<file path="src/hw/protect_pkg.sv">
/*
 Constants for the per-output protection, status and settings store logic:
 command codes, error codes, settings word layout, status bit positions.
 Assumes a command decoder outside that turns bus messages into one-cycle commands.
*/
// Notes on behaviour
// - Voltage re-arm while excess voltage persists trips that output again.
// - Positive constant current with current trip enabled drives voltage down, disables output.
// - Current trip enable set by 1, cleared by 0; query answers 0 or 1.
// - Re-arm commands re-enable the output but leave fault contents alone.
// - Eleven slots 0 to 10, each holding all settings of every output.
// - Slots 0 to 3 take one save per power cycle; more give error 30.
// - Every slot also keeps delay and mask, loaded only on recall of slot 0; power-up loads from slot 0.
// - Power cycle sets slots 4 to 10 to 0 V, 10 mA, max trip level, high ranges.
// - Save copies present settings of all outputs into slot 0 to 10.
// - Recall applies settings output by output in ascending order from output 1.
// - Recall of slot beyond 10 is not executed and raises error 5.
// - Clear command restores all parameters to power-on values.
// - Clear keeps slots and listener state, and clears the power-up flag.
// - Eight-bit status per output; each bit is 1 exactly while its condition holds.
// - Bits 0..7: const volt, pos current, neg limit, volt trip, heat, unreg, current trip, coupled.
// - Status query returns the weighted sum of set bits, bit n weighs 2**n.
// - High to low range switch clamps setting to low maximum and sets coupled bit; here only a recalled low-range value above the maximum is clamped and flagged.
// - Status contents follow only internal state; commands never write them.
package protect_pkg;
   localparam int NUM_CHAN   = 4;
   localparam int NUM_SLOTS  = 11;
   localparam int NV_SLOTS   = 4;
   localparam int VOLT_W     = 12;
   localparam int CURR_W     = 12;
   localparam int OVL_W      = 12;
   localparam int SET_W      = VOLT_W + 1 + CURR_W + 1 + OVL_W;
   localparam int DM_W       = 16;
   // Settings word fields, low to high
   localparam int F_VOLT     = 0;
   localparam int F_VRANGE   = 12;
   localparam int F_CURR     = 13;
   localparam int F_IRANGE   = 25;
   localparam int F_OVL      = 26;
   // Command codes
   localparam logic [3:0] CMD_SAVE    = 4'h1;
   localparam logic [3:0] CMD_LOAD    = 4'h2;
   localparam logic [3:0] CMD_RESTORE = 4'h3;
   localparam logic [3:0] CMD_VREARM  = 4'h4;
   localparam logic [3:0] CMD_CREARM  = 4'h5;
   localparam logic [3:0] CMD_CTEN    = 4'h6;
   localparam logic [3:0] CMD_CTEN_Q  = 4'h7;
   localparam logic [3:0] CMD_STAT_Q  = 4'h8;
   // Error codes
   localparam logic [7:0] ERR_RANGE   = 8'h05;
   localparam logic [7:0] ERR_STORE   = 8'h1e;
   // Status bit positions
   localparam int B_CVOLT = 0, B_PCC = 1, B_NCC = 2, B_VTRIP = 3;
   localparam int B_HEAT = 4, B_UNREG = 5, B_CTRIP = 6, B_COUPLED = 7;
   // Volatile slot defaults and low range limits (codes, plain defaults)
   localparam logic [VOLT_W-1:0] VOLT_ZERO    = 12'h000;
   localparam logic [CURR_W-1:0] CURR_10MA    = 12'h0a0;
   localparam logic [OVL_W-1:0]  OVL_MAX      = 12'hfff;
   localparam logic [VOLT_W-1:0] VOLT_LOW_MAX = 12'h23d;
   localparam logic [CURR_W-1:0] CURR_LOW_MAX = 12'h07b;
   localparam logic              RANGE_HIGH   = 1'b1;
   localparam logic [SET_W-1:0]  SET_DEFAULT  = {OVL_MAX, RANGE_HIGH, CURR_10MA, RANGE_HIGH, VOLT_ZERO};
   localparam logic [3:0]        LAST_SLOT    = 4'ha;
endpackage

</file>
<file path="src/hw/trip_latch.sv">
/*
 Per-output trip latches for excess voltage and excess current.
 Assumes the trip sense inputs are synchronous levels from the analog side.
*/
`timescale 1ns/10ps
module trip_latch (
   input  wire logic clock_i,       // System clock
   input  wire logic rst_i,         // Sync reset, high
   input  wire logic over_volt_i,   // Excess voltage sensed
   input  wire logic pos_cc_i,      // Positive constant current
   input  wire logic ctrip_en_i,    // Current trip enabled
   input  wire logic vrearm_i,      // Voltage re-arm pulse
   input  wire logic crearm_i,      // Current re-arm pulse
   output logic      vtrip_o,       // Voltage trip latched
   output logic      ctrip_o        // Current trip latched
);
   logic vtrip_r;
   logic ctrip_r;
   logic vtrip_nxt;
   logic ctrip_nxt;
   wire  ccause = ctrip_en_i & pos_cc_i;

   // Cause wins over re-arm, so a re-arm into a live fault trips again
   assign vtrip_nxt = over_volt_i | (vtrip_r & ~vrearm_i);
   assign ctrip_nxt = ccause | (ctrip_r & ~crearm_i);

   always_ff @(posedge clock_i) begin
      if (rst_i) begin
         vtrip_r <= 1'b0;
         ctrip_r <= 1'b0;
      end else begin
         vtrip_r <= vtrip_nxt;
         ctrip_r <= ctrip_nxt;
      end
   end
   assign vtrip_o = vtrip_r;
   assign ctrip_o = ctrip_r;
endmodule // trip_latch

</file>
<file path="src/hw/slot_store.sv">
/*
 Settings slot array: eleven rows, each the settings of every output plus
 delay and mask. Slots below the volatile boundary survive reset.
 Assumes reset stands for a power cycle.
*/
`timescale 1ns/10ps
module slot_store #(
   parameter int ROW_W = protect_pkg::NUM_CHAN * protect_pkg::SET_W + protect_pkg::DM_W
) (
   input  wire logic             clock_i,  // System clock
   input  wire logic             rst_i,    // Sync reset, high
   input  wire logic             wr_i,     // Write row
   input  wire logic [3:0]       waddr_i,  // Write slot
   input  wire logic [ROW_W-1:0] wdata_i,  // Row to write
   input  wire logic [3:0]       raddr_i,  // Read slot
   output logic      [ROW_W-1:0] rdata_o   // Registered row
);
   logic [ROW_W-1:0] mem_r [protect_pkg::NUM_SLOTS];
   logic [ROW_W-1:0] rdata_r;
   localparam logic [ROW_W-1:0] ROW_DEFAULT =
      {{protect_pkg::DM_W{1'b0}}, {protect_pkg::NUM_CHAN{protect_pkg::SET_DEFAULT}}};

   // Non-volatile rows are never touched by reset; volatile rows are rewritten
   always_ff @(posedge clock_i) begin
      for (int s = protect_pkg::NV_SLOTS; s < protect_pkg::NUM_SLOTS; s++) begin
         if (rst_i) begin
            mem_r[s] <= ROW_DEFAULT;
         end else if (wr_i && waddr_i == 4'(s)) begin
            mem_r[s] <= wdata_i;
         end
      end
      for (int s = 0; s < protect_pkg::NV_SLOTS; s++) begin
         if (!rst_i && wr_i && waddr_i == 4'(s)) begin
            mem_r[s] <= wdata_i;
         end
      end
   end

   // One-cycle read latency
   always_ff @(posedge clock_i) begin
      if (rst_i) begin
         rdata_r <= '0;
      end else begin
         rdata_r <= mem_r[raddr_i];
      end
   end
   assign rdata_o = rdata_r;
endmodule // slot_store

</file>
<file path="src/hw/output_protect_status_store.sv">
/*
 Top of the per-output control: command interpreter for trip re-arm, current
 trip enable, save/recall of settings slots, clear, and condition status query.
 Assumes one-cycle commands from a bus message decoder and synchronous analog
 mode levels; the user of apply_* holds the live settings of each output.
*/
`timescale 1ns/10ps
module output_protect_status_store #(
   parameter int NCH = protect_pkg::NUM_CHAN
) (
   input  wire logic                           clock_i,         // 125 MHz clock
   input  wire logic                           rst_i,           // Sync reset, power cycle
   input  wire logic                           cmd_valid_i,     // Command strobe
   input  wire logic [3:0]                     cmd_code_i,      // Command code
   input  wire logic [1:0]                     cmd_chan_i,      // Output index, 0 = output 1
   input  wire logic [3:0]                     cmd_arg_i,       // Slot or enable argument
   input  wire logic [NCH*protect_pkg::SET_W-1:0] set_word_i,   // Present settings, all outputs
   input  wire logic [protect_pkg::DM_W-1:0]   delay_mask_i,    // Present delay and mask
   input  wire logic [NCH-1:0]                 cv_i,            // Constant voltage mode
   input  wire logic [NCH-1:0]                 pos_cc_i,        // Positive constant current
   input  wire logic [NCH-1:0]                 neg_cc_i,        // Negative current limit
   input  wire logic [NCH-1:0]                 over_volt_i,     // Excess voltage sensed
   input  wire logic [NCH-1:0]                 heat_i,          // Overtemperature tripped
   input  wire logic [NCH-1:0]                 unreg_i,         // Unregulated
   output logic                                reply_valid_o,   // Query reply strobe
   output logic [7:0]                          reply_data_o,    // Query reply value
   output logic                                error_valid_o,   // Error strobe
   output logic [7:0]                          error_code_o,    // Error code
   output logic                                apply_valid_o,   // Settings apply strobe
   output logic [1:0]                          apply_chan_o,    // Output being set
   output logic [protect_pkg::SET_W-1:0]       apply_word_o,    // Settings to apply
   output logic                                dm_valid_o,      // Delay/mask load strobe
   output logic [protect_pkg::DM_W-1:0]        delay_mask_o,    // Delay and mask to load
   output logic [NCH-1:0]                      out_enable_o,    // Output enabled
   output logic [NCH-1:0]                      down_prog_o,     // Drive voltage down
   output logic [NCH*8-1:0]                    status_o,        // Condition status, all outputs
   output logic                                powerup_flag_o,  // Power-on flag
   output logic                                busy_o           // Recall in progress
);
   localparam int SW  = protect_pkg::SET_W;
   localparam int ROW = NCH * SW + protect_pkg::DM_W;

   typedef enum logic [2:0] {
      ST_IDLE  = 3'b001,
      ST_FETCH = 3'b010,
      ST_APPLY = 3'b100
   } recall_state_e;

   recall_state_e           state_r, state_nxt;
   logic                    busy_r;
   logic [1:0]              chan_r;
   logic [3:0]              rslot_r;
   logic [NCH-1:0]          ctrip_en_r;
   logic [NCH-1:0]          coupled_r;
   logic [NCH-1:0]          vtrip_w;
   logic [NCH-1:0]          ctrip_w;
   logic [NCH*8-1:0]        status_r;
   logic [protect_pkg::NV_SLOTS-1:0] saved_r;
   logic                    reply_valid_r, error_valid_r, apply_valid_r, dm_valid_r;
   logic [7:0]              reply_data_r, error_code_r;
   logic [1:0]              apply_chan_r;
   logic [SW-1:0]           apply_word_r;
   logic [protect_pkg::DM_W-1:0] dm_r;
   logic                    pwr_flag_r;
   logic                    boot_r;
   logic [ROW-1:0]          row_w;
   logic [7:0]              stat_sel_w;

   // Command decode; commands are ignored while a recall runs
   wire take      = cmd_valid_i & (state_r == ST_IDLE) & ~boot_r;
   wire chan_ok   = {30'h0, cmd_chan_i} < NCH;
   wire slot_ok   = cmd_arg_i <= protect_pkg::LAST_SLOT;
   wire is_save   = take & (cmd_code_i == protect_pkg::CMD_SAVE);
   wire is_load   = take & (cmd_code_i == protect_pkg::CMD_LOAD);
   wire is_restore = take & (cmd_code_i == protect_pkg::CMD_RESTORE);
   wire ch_cmd    = take & chan_ok;
   wire is_vrearm = ch_cmd & (cmd_code_i == protect_pkg::CMD_VREARM);
   wire is_crearm = ch_cmd & (cmd_code_i == protect_pkg::CMD_CREARM);
   wire is_cten   = ch_cmd & (cmd_code_i == protect_pkg::CMD_CTEN);
   wire is_ctenq  = ch_cmd & (cmd_code_i == protect_pkg::CMD_CTEN_Q);
   wire is_statq  = ch_cmd & (cmd_code_i == protect_pkg::CMD_STAT_Q);
   wire chan_cmd  = (cmd_code_i >= protect_pkg::CMD_VREARM) && (cmd_code_i <= protect_pkg::CMD_STAT_Q);
   wire bad_chan  = take & chan_cmd & ~chan_ok;
   wire nv_slot   = cmd_arg_i < 4'(protect_pkg::NV_SLOTS);
   wire nv_used   = nv_slot & saved_r[cmd_arg_i[1:0]];
   wire save_ok   = is_save & slot_ok & ~nv_used;
   wire load_ok   = is_load & slot_ok;
   wire bad_range = ((is_save | is_load) & ~slot_ok) | bad_chan;
   wire bad_store = is_save & slot_ok & nv_used;
   wire start_recall = load_ok | is_restore | boot_r;
   wire [3:0] start_slot = load_ok ? cmd_arg_i : 4'h0;

   // Per-output trip latches and status bit assembly
   genvar g;
   generate
      for (g = 0; g < NCH; g++) begin : g_chan
         trip_latch u_trip (
            .clock_i     (clock_i),
            .rst_i       (rst_i),
            .over_volt_i (over_volt_i[g]),
            .pos_cc_i    (pos_cc_i[g]),
            .ctrip_en_i  (ctrip_en_r[g]),
            .vrearm_i    (is_vrearm && cmd_chan_i == 2'(g)),
            .crearm_i    (is_crearm && cmd_chan_i == 2'(g)),
            .vtrip_o     (vtrip_w[g]),
            .ctrip_o     (ctrip_w[g])
         );
         // Only live internal state feeds the status bits
         always_ff @(posedge clock_i) begin
            if (rst_i) begin
               status_r[g*8 +: 8] <= 8'h00;
            end else begin
               status_r[g*8 +: 8] <= {coupled_r[g], ctrip_w[g], unreg_i[g], heat_i[g],
                                      vtrip_w[g], neg_cc_i[g], pos_cc_i[g], cv_i[g]};
            end
         end
      end
   endgenerate

   // Weighted value is the plain binary of the bit vector
   assign stat_sel_w = status_r[cmd_chan_i*8 +: 8];

   // Slot array; save captures every output plus delay and mask
   slot_store #(.ROW_W(ROW)) u_store (
      .clock_i (clock_i),
      .rst_i   (rst_i),
      .wr_i    (save_ok),
      .waddr_i (cmd_arg_i),
      .wdata_i ({delay_mask_i, set_word_i}),
      .raddr_i (rslot_r),
      .rdata_o (row_w)
   );

   // Range clamp on apply: low range caps the setting; coupling is flagged only when a value is capped
   wire [SW-1:0] raw_w   = row_w[chan_r*SW +: SW];
   wire [11:0]   rv_w    = raw_w[protect_pkg::F_VOLT +: 12];
   wire [11:0]   ri_w    = raw_w[protect_pkg::F_CURR +: 12];
   wire          vclamp  = ~raw_w[protect_pkg::F_VRANGE] & (rv_w > protect_pkg::VOLT_LOW_MAX);
   wire          iclamp  = ~raw_w[protect_pkg::F_IRANGE] & (ri_w > protect_pkg::CURR_LOW_MAX);
   wire [11:0]   v_fix   = vclamp ? protect_pkg::VOLT_LOW_MAX : rv_w;
   wire [11:0]   i_fix   = iclamp ? protect_pkg::CURR_LOW_MAX : ri_w;
   wire [SW-1:0] fix_w   = {raw_w[SW-1:protect_pkg::F_IRANGE], i_fix,
                            raw_w[protect_pkg::F_VRANGE], v_fix};
   wire          last_ch = chan_r == 2'(NCH - 1);

   // Recall sequencer: one output per cycle, output 1 first
   always_comb begin
      state_nxt = state_r;
      case (state_r)
         ST_IDLE:  if (start_recall) state_nxt = ST_FETCH;
         ST_FETCH: state_nxt = ST_APPLY;
         ST_APPLY: if (last_ch) state_nxt = ST_IDLE;
         default:  state_nxt = ST_IDLE;
      endcase
   end

   always_ff @(posedge clock_i) begin
      if (rst_i) begin
         state_r <= ST_IDLE;
         chan_r  <= 2'h0;
         rslot_r <= 4'h0;
      end else begin
         state_r <= state_nxt;
         if (state_r == ST_IDLE && start_recall) begin
            rslot_r <= start_slot;
            chan_r  <= 2'h0;
         end else if (state_r == ST_APPLY) begin
            chan_r  <= chan_r + 2'h1;
         end
      end
   end

   // Apply strobe and coupled flags follow the sequencer
   always_ff @(posedge clock_i) begin
      if (rst_i) begin
         apply_valid_r <= 1'b0;
         apply_chan_r  <= 2'h0;
         apply_word_r  <= '0;
         dm_valid_r    <= 1'b0;
         dm_r          <= '0;
         coupled_r     <= '0;
      end else begin
         apply_valid_r <= state_r == ST_APPLY;
         dm_valid_r    <= 1'b0;
         if (state_r == ST_APPLY) begin
            apply_chan_r      <= chan_r;
            apply_word_r      <= fix_w;
            coupled_r[chan_r] <= vclamp | iclamp;
            if (chan_r == 2'h0 && rslot_r == 4'h0) begin
               dm_valid_r <= 1'b1;
               dm_r       <= row_w[ROW-1 -: protect_pkg::DM_W];
            end
         end
      end
   end

   // Boot load, power flag, enables and single-save tracking
   always_ff @(posedge clock_i) begin
      if (rst_i) begin
         boot_r     <= 1'b1;  // Load slot 0 once reset is released
         pwr_flag_r <= 1'b1;
         saved_r    <= '0;    // Each power cycle re-opens the non-volatile slots
         ctrip_en_r <= '0;
         busy_r     <= 1'b1;
      end else begin
         boot_r <= 1'b0;
         busy_r <= state_nxt != ST_IDLE; // Registered so the port comes from a flop
         if (is_restore) begin
            pwr_flag_r <= 1'b0;
            ctrip_en_r <= '0;
         end
         if (save_ok && nv_slot) begin
            saved_r[cmd_arg_i[1:0]] <= 1'b1;
         end
         if (is_cten) begin
            ctrip_en_r[cmd_chan_i] <= cmd_arg_i[0];
         end
      end
   end

   // Replies and errors, one cycle after the command
   always_ff @(posedge clock_i) begin
      if (rst_i) begin
         reply_valid_r <= 1'b0;
         reply_data_r  <= 8'h00;
         error_valid_r <= 1'b0;
         error_code_r  <= 8'h00;
      end else begin
         reply_valid_r <= is_statq | is_ctenq;
         if (is_statq) begin
            reply_data_r <= stat_sel_w;
         end else if (is_ctenq) begin
            reply_data_r <= {7'h00, ctrip_en_r[cmd_chan_i]};
         end
         error_valid_r <= bad_range | bad_store;
         if (bad_range) begin
            error_code_r <= protect_pkg::ERR_RANGE;
         end else if (bad_store) begin
            error_code_r <= protect_pkg::ERR_STORE;
         end
      end
   end

   // Enable and down-programming registered per output; fault store is not here
   always_ff @(posedge clock_i) begin
      if (rst_i) begin
         out_enable_o <= '0;
         down_prog_o  <= '0;
      end else begin
         out_enable_o <= ~(vtrip_w | ctrip_w);
         down_prog_o  <= ctrip_w;
      end
   end

   assign reply_valid_o  = reply_valid_r;
   assign reply_data_o   = reply_data_r;
   assign error_valid_o  = error_valid_r;
   assign error_code_o   = error_code_r;
   assign apply_valid_o  = apply_valid_r;
   assign apply_chan_o   = apply_chan_r;
   assign apply_word_o   = apply_word_r;
   assign dm_valid_o     = dm_valid_r;
   assign delay_mask_o   = dm_r;
   assign status_o       = status_r;
   assign powerup_flag_o = pwr_flag_r;
   assign busy_o         = busy_r;
endmodule // output_protect_status_store

</file>
<file path="config.mk">
export PLATFORM = sky130hd
export DESIGN_NAME = output_protect_status_store
export DESIGN_NICKNAME = d
export VERILOG_FILES = /design/src/hw/protect_pkg.sv /design/src/hw/trip_latch.sv /design/src/hw/slot_store.sv /design/src/hw/output_protect_status_store.sv
export SDC_FILE = /design/constraint.sdc
export NUM_CORES = 2
export LEC_CHECK = 0
export ABC_AREA = 0
export ABC_CLOCK_PERIOD_IN_PS = 33900
export BUFFER_PORTS_ARGS = -buffer_cell sky130_fd_sc_hd__buf_2
export CORE_MARGIN = 10
export CORE_UTILIZATION = 34
export CTS_BUF_LIST = sky130_fd_sc_hd__clkbuf_4 sky130_fd_sc_hd__clkbuf_8 sky130_fd_sc_hd__clkbuf_16
export DETAILED_ROUTE_END_ITERATION = 6
export GPL_TIMING_DRIVEN = 1
export PLACE_DENSITY = 0.59
export SKIP_CTS_REPAIR_TIMING = 1
export SLEW_MARGIN = 15
export SYNTH_ARGS = -nofsm -noshare
export SYNTH_HDL_FRONTEND = slang
export SYNTH_SLANG_ARGS = --single-unit
</file>
<file path="constraint.sdc">
create_clock -name clock_i -period 33.9 [get_ports clock_i]
set_input_delay 8.475 -clock clock_i [delete_from_list [all_inputs] [get_ports clock_i]]
set_output_delay 8.475 -clock clock_i [all_outputs]
set_load 0.1 [all_outputs]
</file>
# After elaboration in Yosys (flattened, before gate mapping)
# Memories as Yosys holds them, arrays and structs flattened. A register that Yosys moved wholly into a read port is not among the register bits.
# Cells that the tools add are included.
# word_totals
register_bits,143
n_memories,1
out_inout_bits,118
in_bits,205
word_cells,259
ramBits,1848
# classes
shifts,2
bitwise_logic,68
eq_ne,26
order_cmp,10
muxes,76
multipliers,1
add_sub_neg,1
n_reduce_logical,41
# mem_list
name,depth,word_bits,rd,rd_ports_with_merged_regs,write_ports,line,rtl
u_store.mem_r,11,168,1,1,7,slot_store.sv:18,logic [ROW_W-1:0] mem_r [protect_pkg::NUM_SLOTS];
# ops
operator,n
2-to-1 mux 168 bit,11
OR reduction 168 bit,4
indexed part select 168 x 9 -> 38 bit,1
2-to-1 mux 1 bit,41
"equality test 4 x 3 -> 1 bit, second input constant",8
2-to-1 mux 4 bit,8
indexed part select 32 x 6 -> 8 bit,1
bitwise AND 1 bit,30
logical AND 1 bit,26
2-to-1 mux 12 bit,2
OR 1 bit,21
"equality test 4 x 2 -> 1 bit, second input constant",4
"equality test 4 bit, second input constant",4
2-to-1 mux 8 bit,2
NOT 1 bit,14
"> comparator 12 x 10 -> 1 bit, second input constant",1
"> comparator 12 x 7 -> 1 bit, second input constant",1
2-to-1 mux 3 bit,4
"< comparator 2 x 3 -> 1 bit, second input constant",3
case mux 3 bit (3 select lines),1
bitwise mux 4 bit,2
"equality test 4 x 1 -> 1 bit, second input constant",2
zero test 4 bit,2
OR 4 bit,2
19 further kinds,30

# Logic depth before layout (Yosys ltp)
# depth
word_depth,15
ltp_mapped,13
depth_no_buf,6

# Cells and area by module
# From an unflattened synthesis, not the netlist that was laid out.
# unflattened
hier_cells,5924
area_unflattened_um2,89734.8
# by_module_without_submodules
mod,instances,area_each_um2,cells_per_inst,seq_area_each_um2
slot_store,1,83393.7,5314,58856.4
output_protect_status_store,1,6045.8,578,2622.5
trip_latch,4,73.8,8,40.0

# Least setup slack after synthesis
# OpenSTA, ideal clock, no wires.
# synth_timing
path_kind,input to register
startpoint,in cmd_code_i[0]
endpoint,"mem u_store.mem_r[8][0] in the netlist's numbering, enable pin"
t_required_ns,32.751
n_path_buf,1
setup_slack_ns,6.897
cell_stages,5
setup_ns,1.149
arrival_ns,25.854
path_cell_list,clkbuf_1 > nand2b_1 > nor2_1 > nand3_1 > o41ai_1
# synth_rtl
element,line,rtl
start: declaration,output_protect_status_store.sv:14,"input wire logic [3:0] cmd_code_i,"
end: declaration,slot_store.sv:18,

==> metrics.txt <==
outcome completed; core area 0.259 mm2; crit path DAT between 10,000 and 15,000 ps; clk root buf clkbuf_16; Vias approximately 50,000; post-synthesis sequential area ratio between 60% and 70%; clk slew on worst S/H paths ~70 ps; CTS buffer count 212; Post-synth EDFFs 1,848; Iter 0 DRT Violations 5,039; Fmax ~80 MHz; ys async rst share 0%; leak pwr approximately 32 nW; vias in the first global route about 50,000; hold_ws about 430 ps; Final Hold Fails 0; most frequent cells in the layout edfxtp_1, and2_1, mux4_2; synth unique cells 63; Vias/cell roughly 5.4; Die Span Y approximately 530 um; GPL Wtd Cong between 0.8 and 0.9; Nets around 6,000; Max stage delay cell, worst path buf_4; clk_lat worst skew 850 ps; Fin Setup TNS 0 ps; Final HPWL DP about 150,000 um; largest net degree at the start of global routing 164; max cap viols 0; Final setup viols 0; Routed wire per std cell 27.9 um; origin of the worst setup path cmd_code_i[3]; worst hold stages 1; Tot GR Track Use between 15 and 20%; clock tree from TritonCTS done; Slew Limit Headroom about 23%; Power per Cell Area approximately 54 mW/mm2; hold endpoint out_enable_o[1]; starting density of the core 34.1%; worst path cell trace buf_2 > nor3b_1 > nand3b_2 > nor2_4 > nand4b_1 > nor3_2 > buf_4 > buf_4 > buf_4; fin crit share a little under two fifths; initial antenna violation count 133; CTS sink cnt 2,155; flop2flop setup slack about 29,000 ps; Crit Path Category input port to flip-flop; layout cells sized above 1 between 20% and 30%; Reg2Reg Depth 7; first-pass GRT wire length ~370,000 um; WP buf/inv 4; RSZ-0062 raised after global routing no; r2r startpoint rslot_r[0]; ys flop type edfxtp_1; Crit. End Element flip-flop; # port buffers 319; cell count after synthesis 5,566; most common cell after layout, fill and taps aside edfxtp_1; VDD IR max 0.0484 mV; startpoint type of the worst setup path input port; Die Outline Area 0.281 mm2; maximum buffer depth of the clock tree 3; H-tree level count 4; # IOs 323; Worst-Margin Slew 1150 ps; fin crit period 12,470 ps; syn_area_per_cell 15.9 um2; total of fill cells in the finished design roughly 24,000; Residual DRC 0; Rows 187; critical path required time 34,350 ps; P&R area growth vs syn 14.1%; area of the multi-input gates 0.0252 mm2; final clock skew roughly 60 ps; post-route ant nets 0; Top delay family on crit path buffers and inverters; Pre-Repair DR Iteration Count 6; Max Transition Viols Final 0; Yosys warnings 0; RR Endpoint u_store.rdata_o[91]; Total Power roughly 5.5 mW; worst-path fanout max 50; total congestion overflow 0; Mapped Area between 0.08 and 0.09 mm2; die width between 500 and 600 um; #FFs+latches synth about 2,200; Sequential cell area between 0.06 and 0.07 mm2; max incr delay on CP 850 ps; WL final around 260,000 um; Hold Crit Start g_chan[1].u_trip.ctrip_o; most frequent CP cell buf_4; Final Util between 30% and 40%; Min-Delay Path Class flip-flop to flip-flop
[cell type report]
class,instances,share of cell area [%]
Clock buffer,320,6.27
Tap cell,3402,4.21
Clock inverter,83,0.865
Sequential cell,2155,61.0
Antenna cell,34,0.0842
Timing Repair Buffer,424,2.51
Inverter,10,0.0372
Multi-Input combinational cell,2962,25.0
[worst reg2reg max path: cells and delay by family, from the launching register on]
family	cells	cell delay, ps
muxes	1	390
AOI/OAI and AO/OA	2	880
DFF	1	710
buffers and inverters	4	3080
[power breakdown]
group | switching (mW) | total (mW) | internal, mW
Combinational | 0.135 | 0.172 | 0.0375
Clock | 1.01 | 2.40 | 1.39
Sequential | 0.0169 | 2.93 | 2.91
Total | 1.16 | 5.50 | 4.34
[cell families (layout without fill, tap and decap cells)]
| group | count (synthesis) | in the layout | share of synthesized area (%) |
|---|---|---|---|
| fa+ha+maj | 4 | 4 | 0.0565 |
| compound gates | 621 | 621 | 4.68 |
| other cells | 1 | 37 | 0.00424 |
| flops | 2155 | 2155 | 69.6 |
| buf+inv | 451 | 837 | 2.09 |
| simple gates | 1753 | 1753 | 11.6 |
| mux | 581 | 581 | 11.9 |
[stage by stage]
| step | cells | cell area (um2) | setup slack [ps] |
|---|---|---|---|
| 6_report | 9390 | 101000 | 21430 |
| 4_1_cts | 9356 | 101000 | 21560 |
| 3_3_place_gp | 8953 | 93700 | 20680 |
| 3_5_place_dp | 8953 | 93700 | 20680 |
| 2_1_floorplan | 5568 | 88500 | 6900 |
| 5_1_grt | 9368 | 101000 | 21280 |
[synth_stat cells (all sizes together), types with 2 or more instances]
cell type	n	area share [%]
dfxtp	307	6.9
buf	90	0.56
a211oi	353	3.0
or3	325	2.3
nand2b	134	0.95
and2	730	5.2
edfxtp	1848	63
nor2b	202	1.4
a21o	6	0.051
nor4	4	0.052
o211ai	3	0.025
or2	3	0.021
o41ai	2	0.041
mux2i	204	2.3
clkbuf	351	1.5
a21oi	214	1.2
a31o	10	0.099
and3	13	0.098
o31ai	2	0.017
mux4	375	9.6
nor3	21	0.14
nor3b	3	0.031
a31oi	3	0.021
ha	4	0.057
nand3	14	0.093
o21a	2	0.017
a22o	4	0.040
mux2	2	0.025
nor2	234	1.0
inv	10	0.042
nand4	2	0.014
o21ai	9	0.051
o22ai	8	0.057
nand2	63	0.27
[worst max-delay path by stage]
| stage | end | slack, ps | cells past startpoint |
|---|---|---|---|
| 6_report | u_store.mem_r[0][126] | 21430 | 9 |
| 5_1_grt | u_store.mem_r[0][141] | 21280 | 9 |
| 3_5_place_dp | u_store.mem_r[0][141] | 20680 | 9 |
| 3_3_place_gp | u_store.mem_r[0][113] | 20680 | 9 |
| 2_1_floorplan | u_store.mem_r[8][0] | 6900 | 5 |
| 4_1_cts | u_store.mem_r[0][141] | 21560 | 9 |
[registers in the layout, summed over array words and instances (netlist names), 3 cells and up]
register	count
apply_word_o	38
coupled_r	4
ctrip_en_r	4
delay_mask_o	16
error_code_o	3
g_chan.u_trip.ctrip_o	4
g_chan.u_trip.vtrip_o	4
out_enable_o	4
reply_data_o	8
rslot_r	4
saved_r	4
state_r	3
status_o	32
u_store.mem_r	1848
u_store.rdata_o	168
[per-layer routing]
| metal | track usage (%) | vias up | part of all wire (%) |
|---|---|---|---|
| li1 | - | 21700 | - |
| met3 | 3.73 | 443 | 7.8 |
| met5 | 0 | - | 0.12 |
| met1 | 24.4 | 26100 | 41 |
| met4 | 5.38 | 48 | 2.9 |
| met2 | 29.4 | 1986 | 48 |
Note: power is estimated with default switching activity, not from simulation.
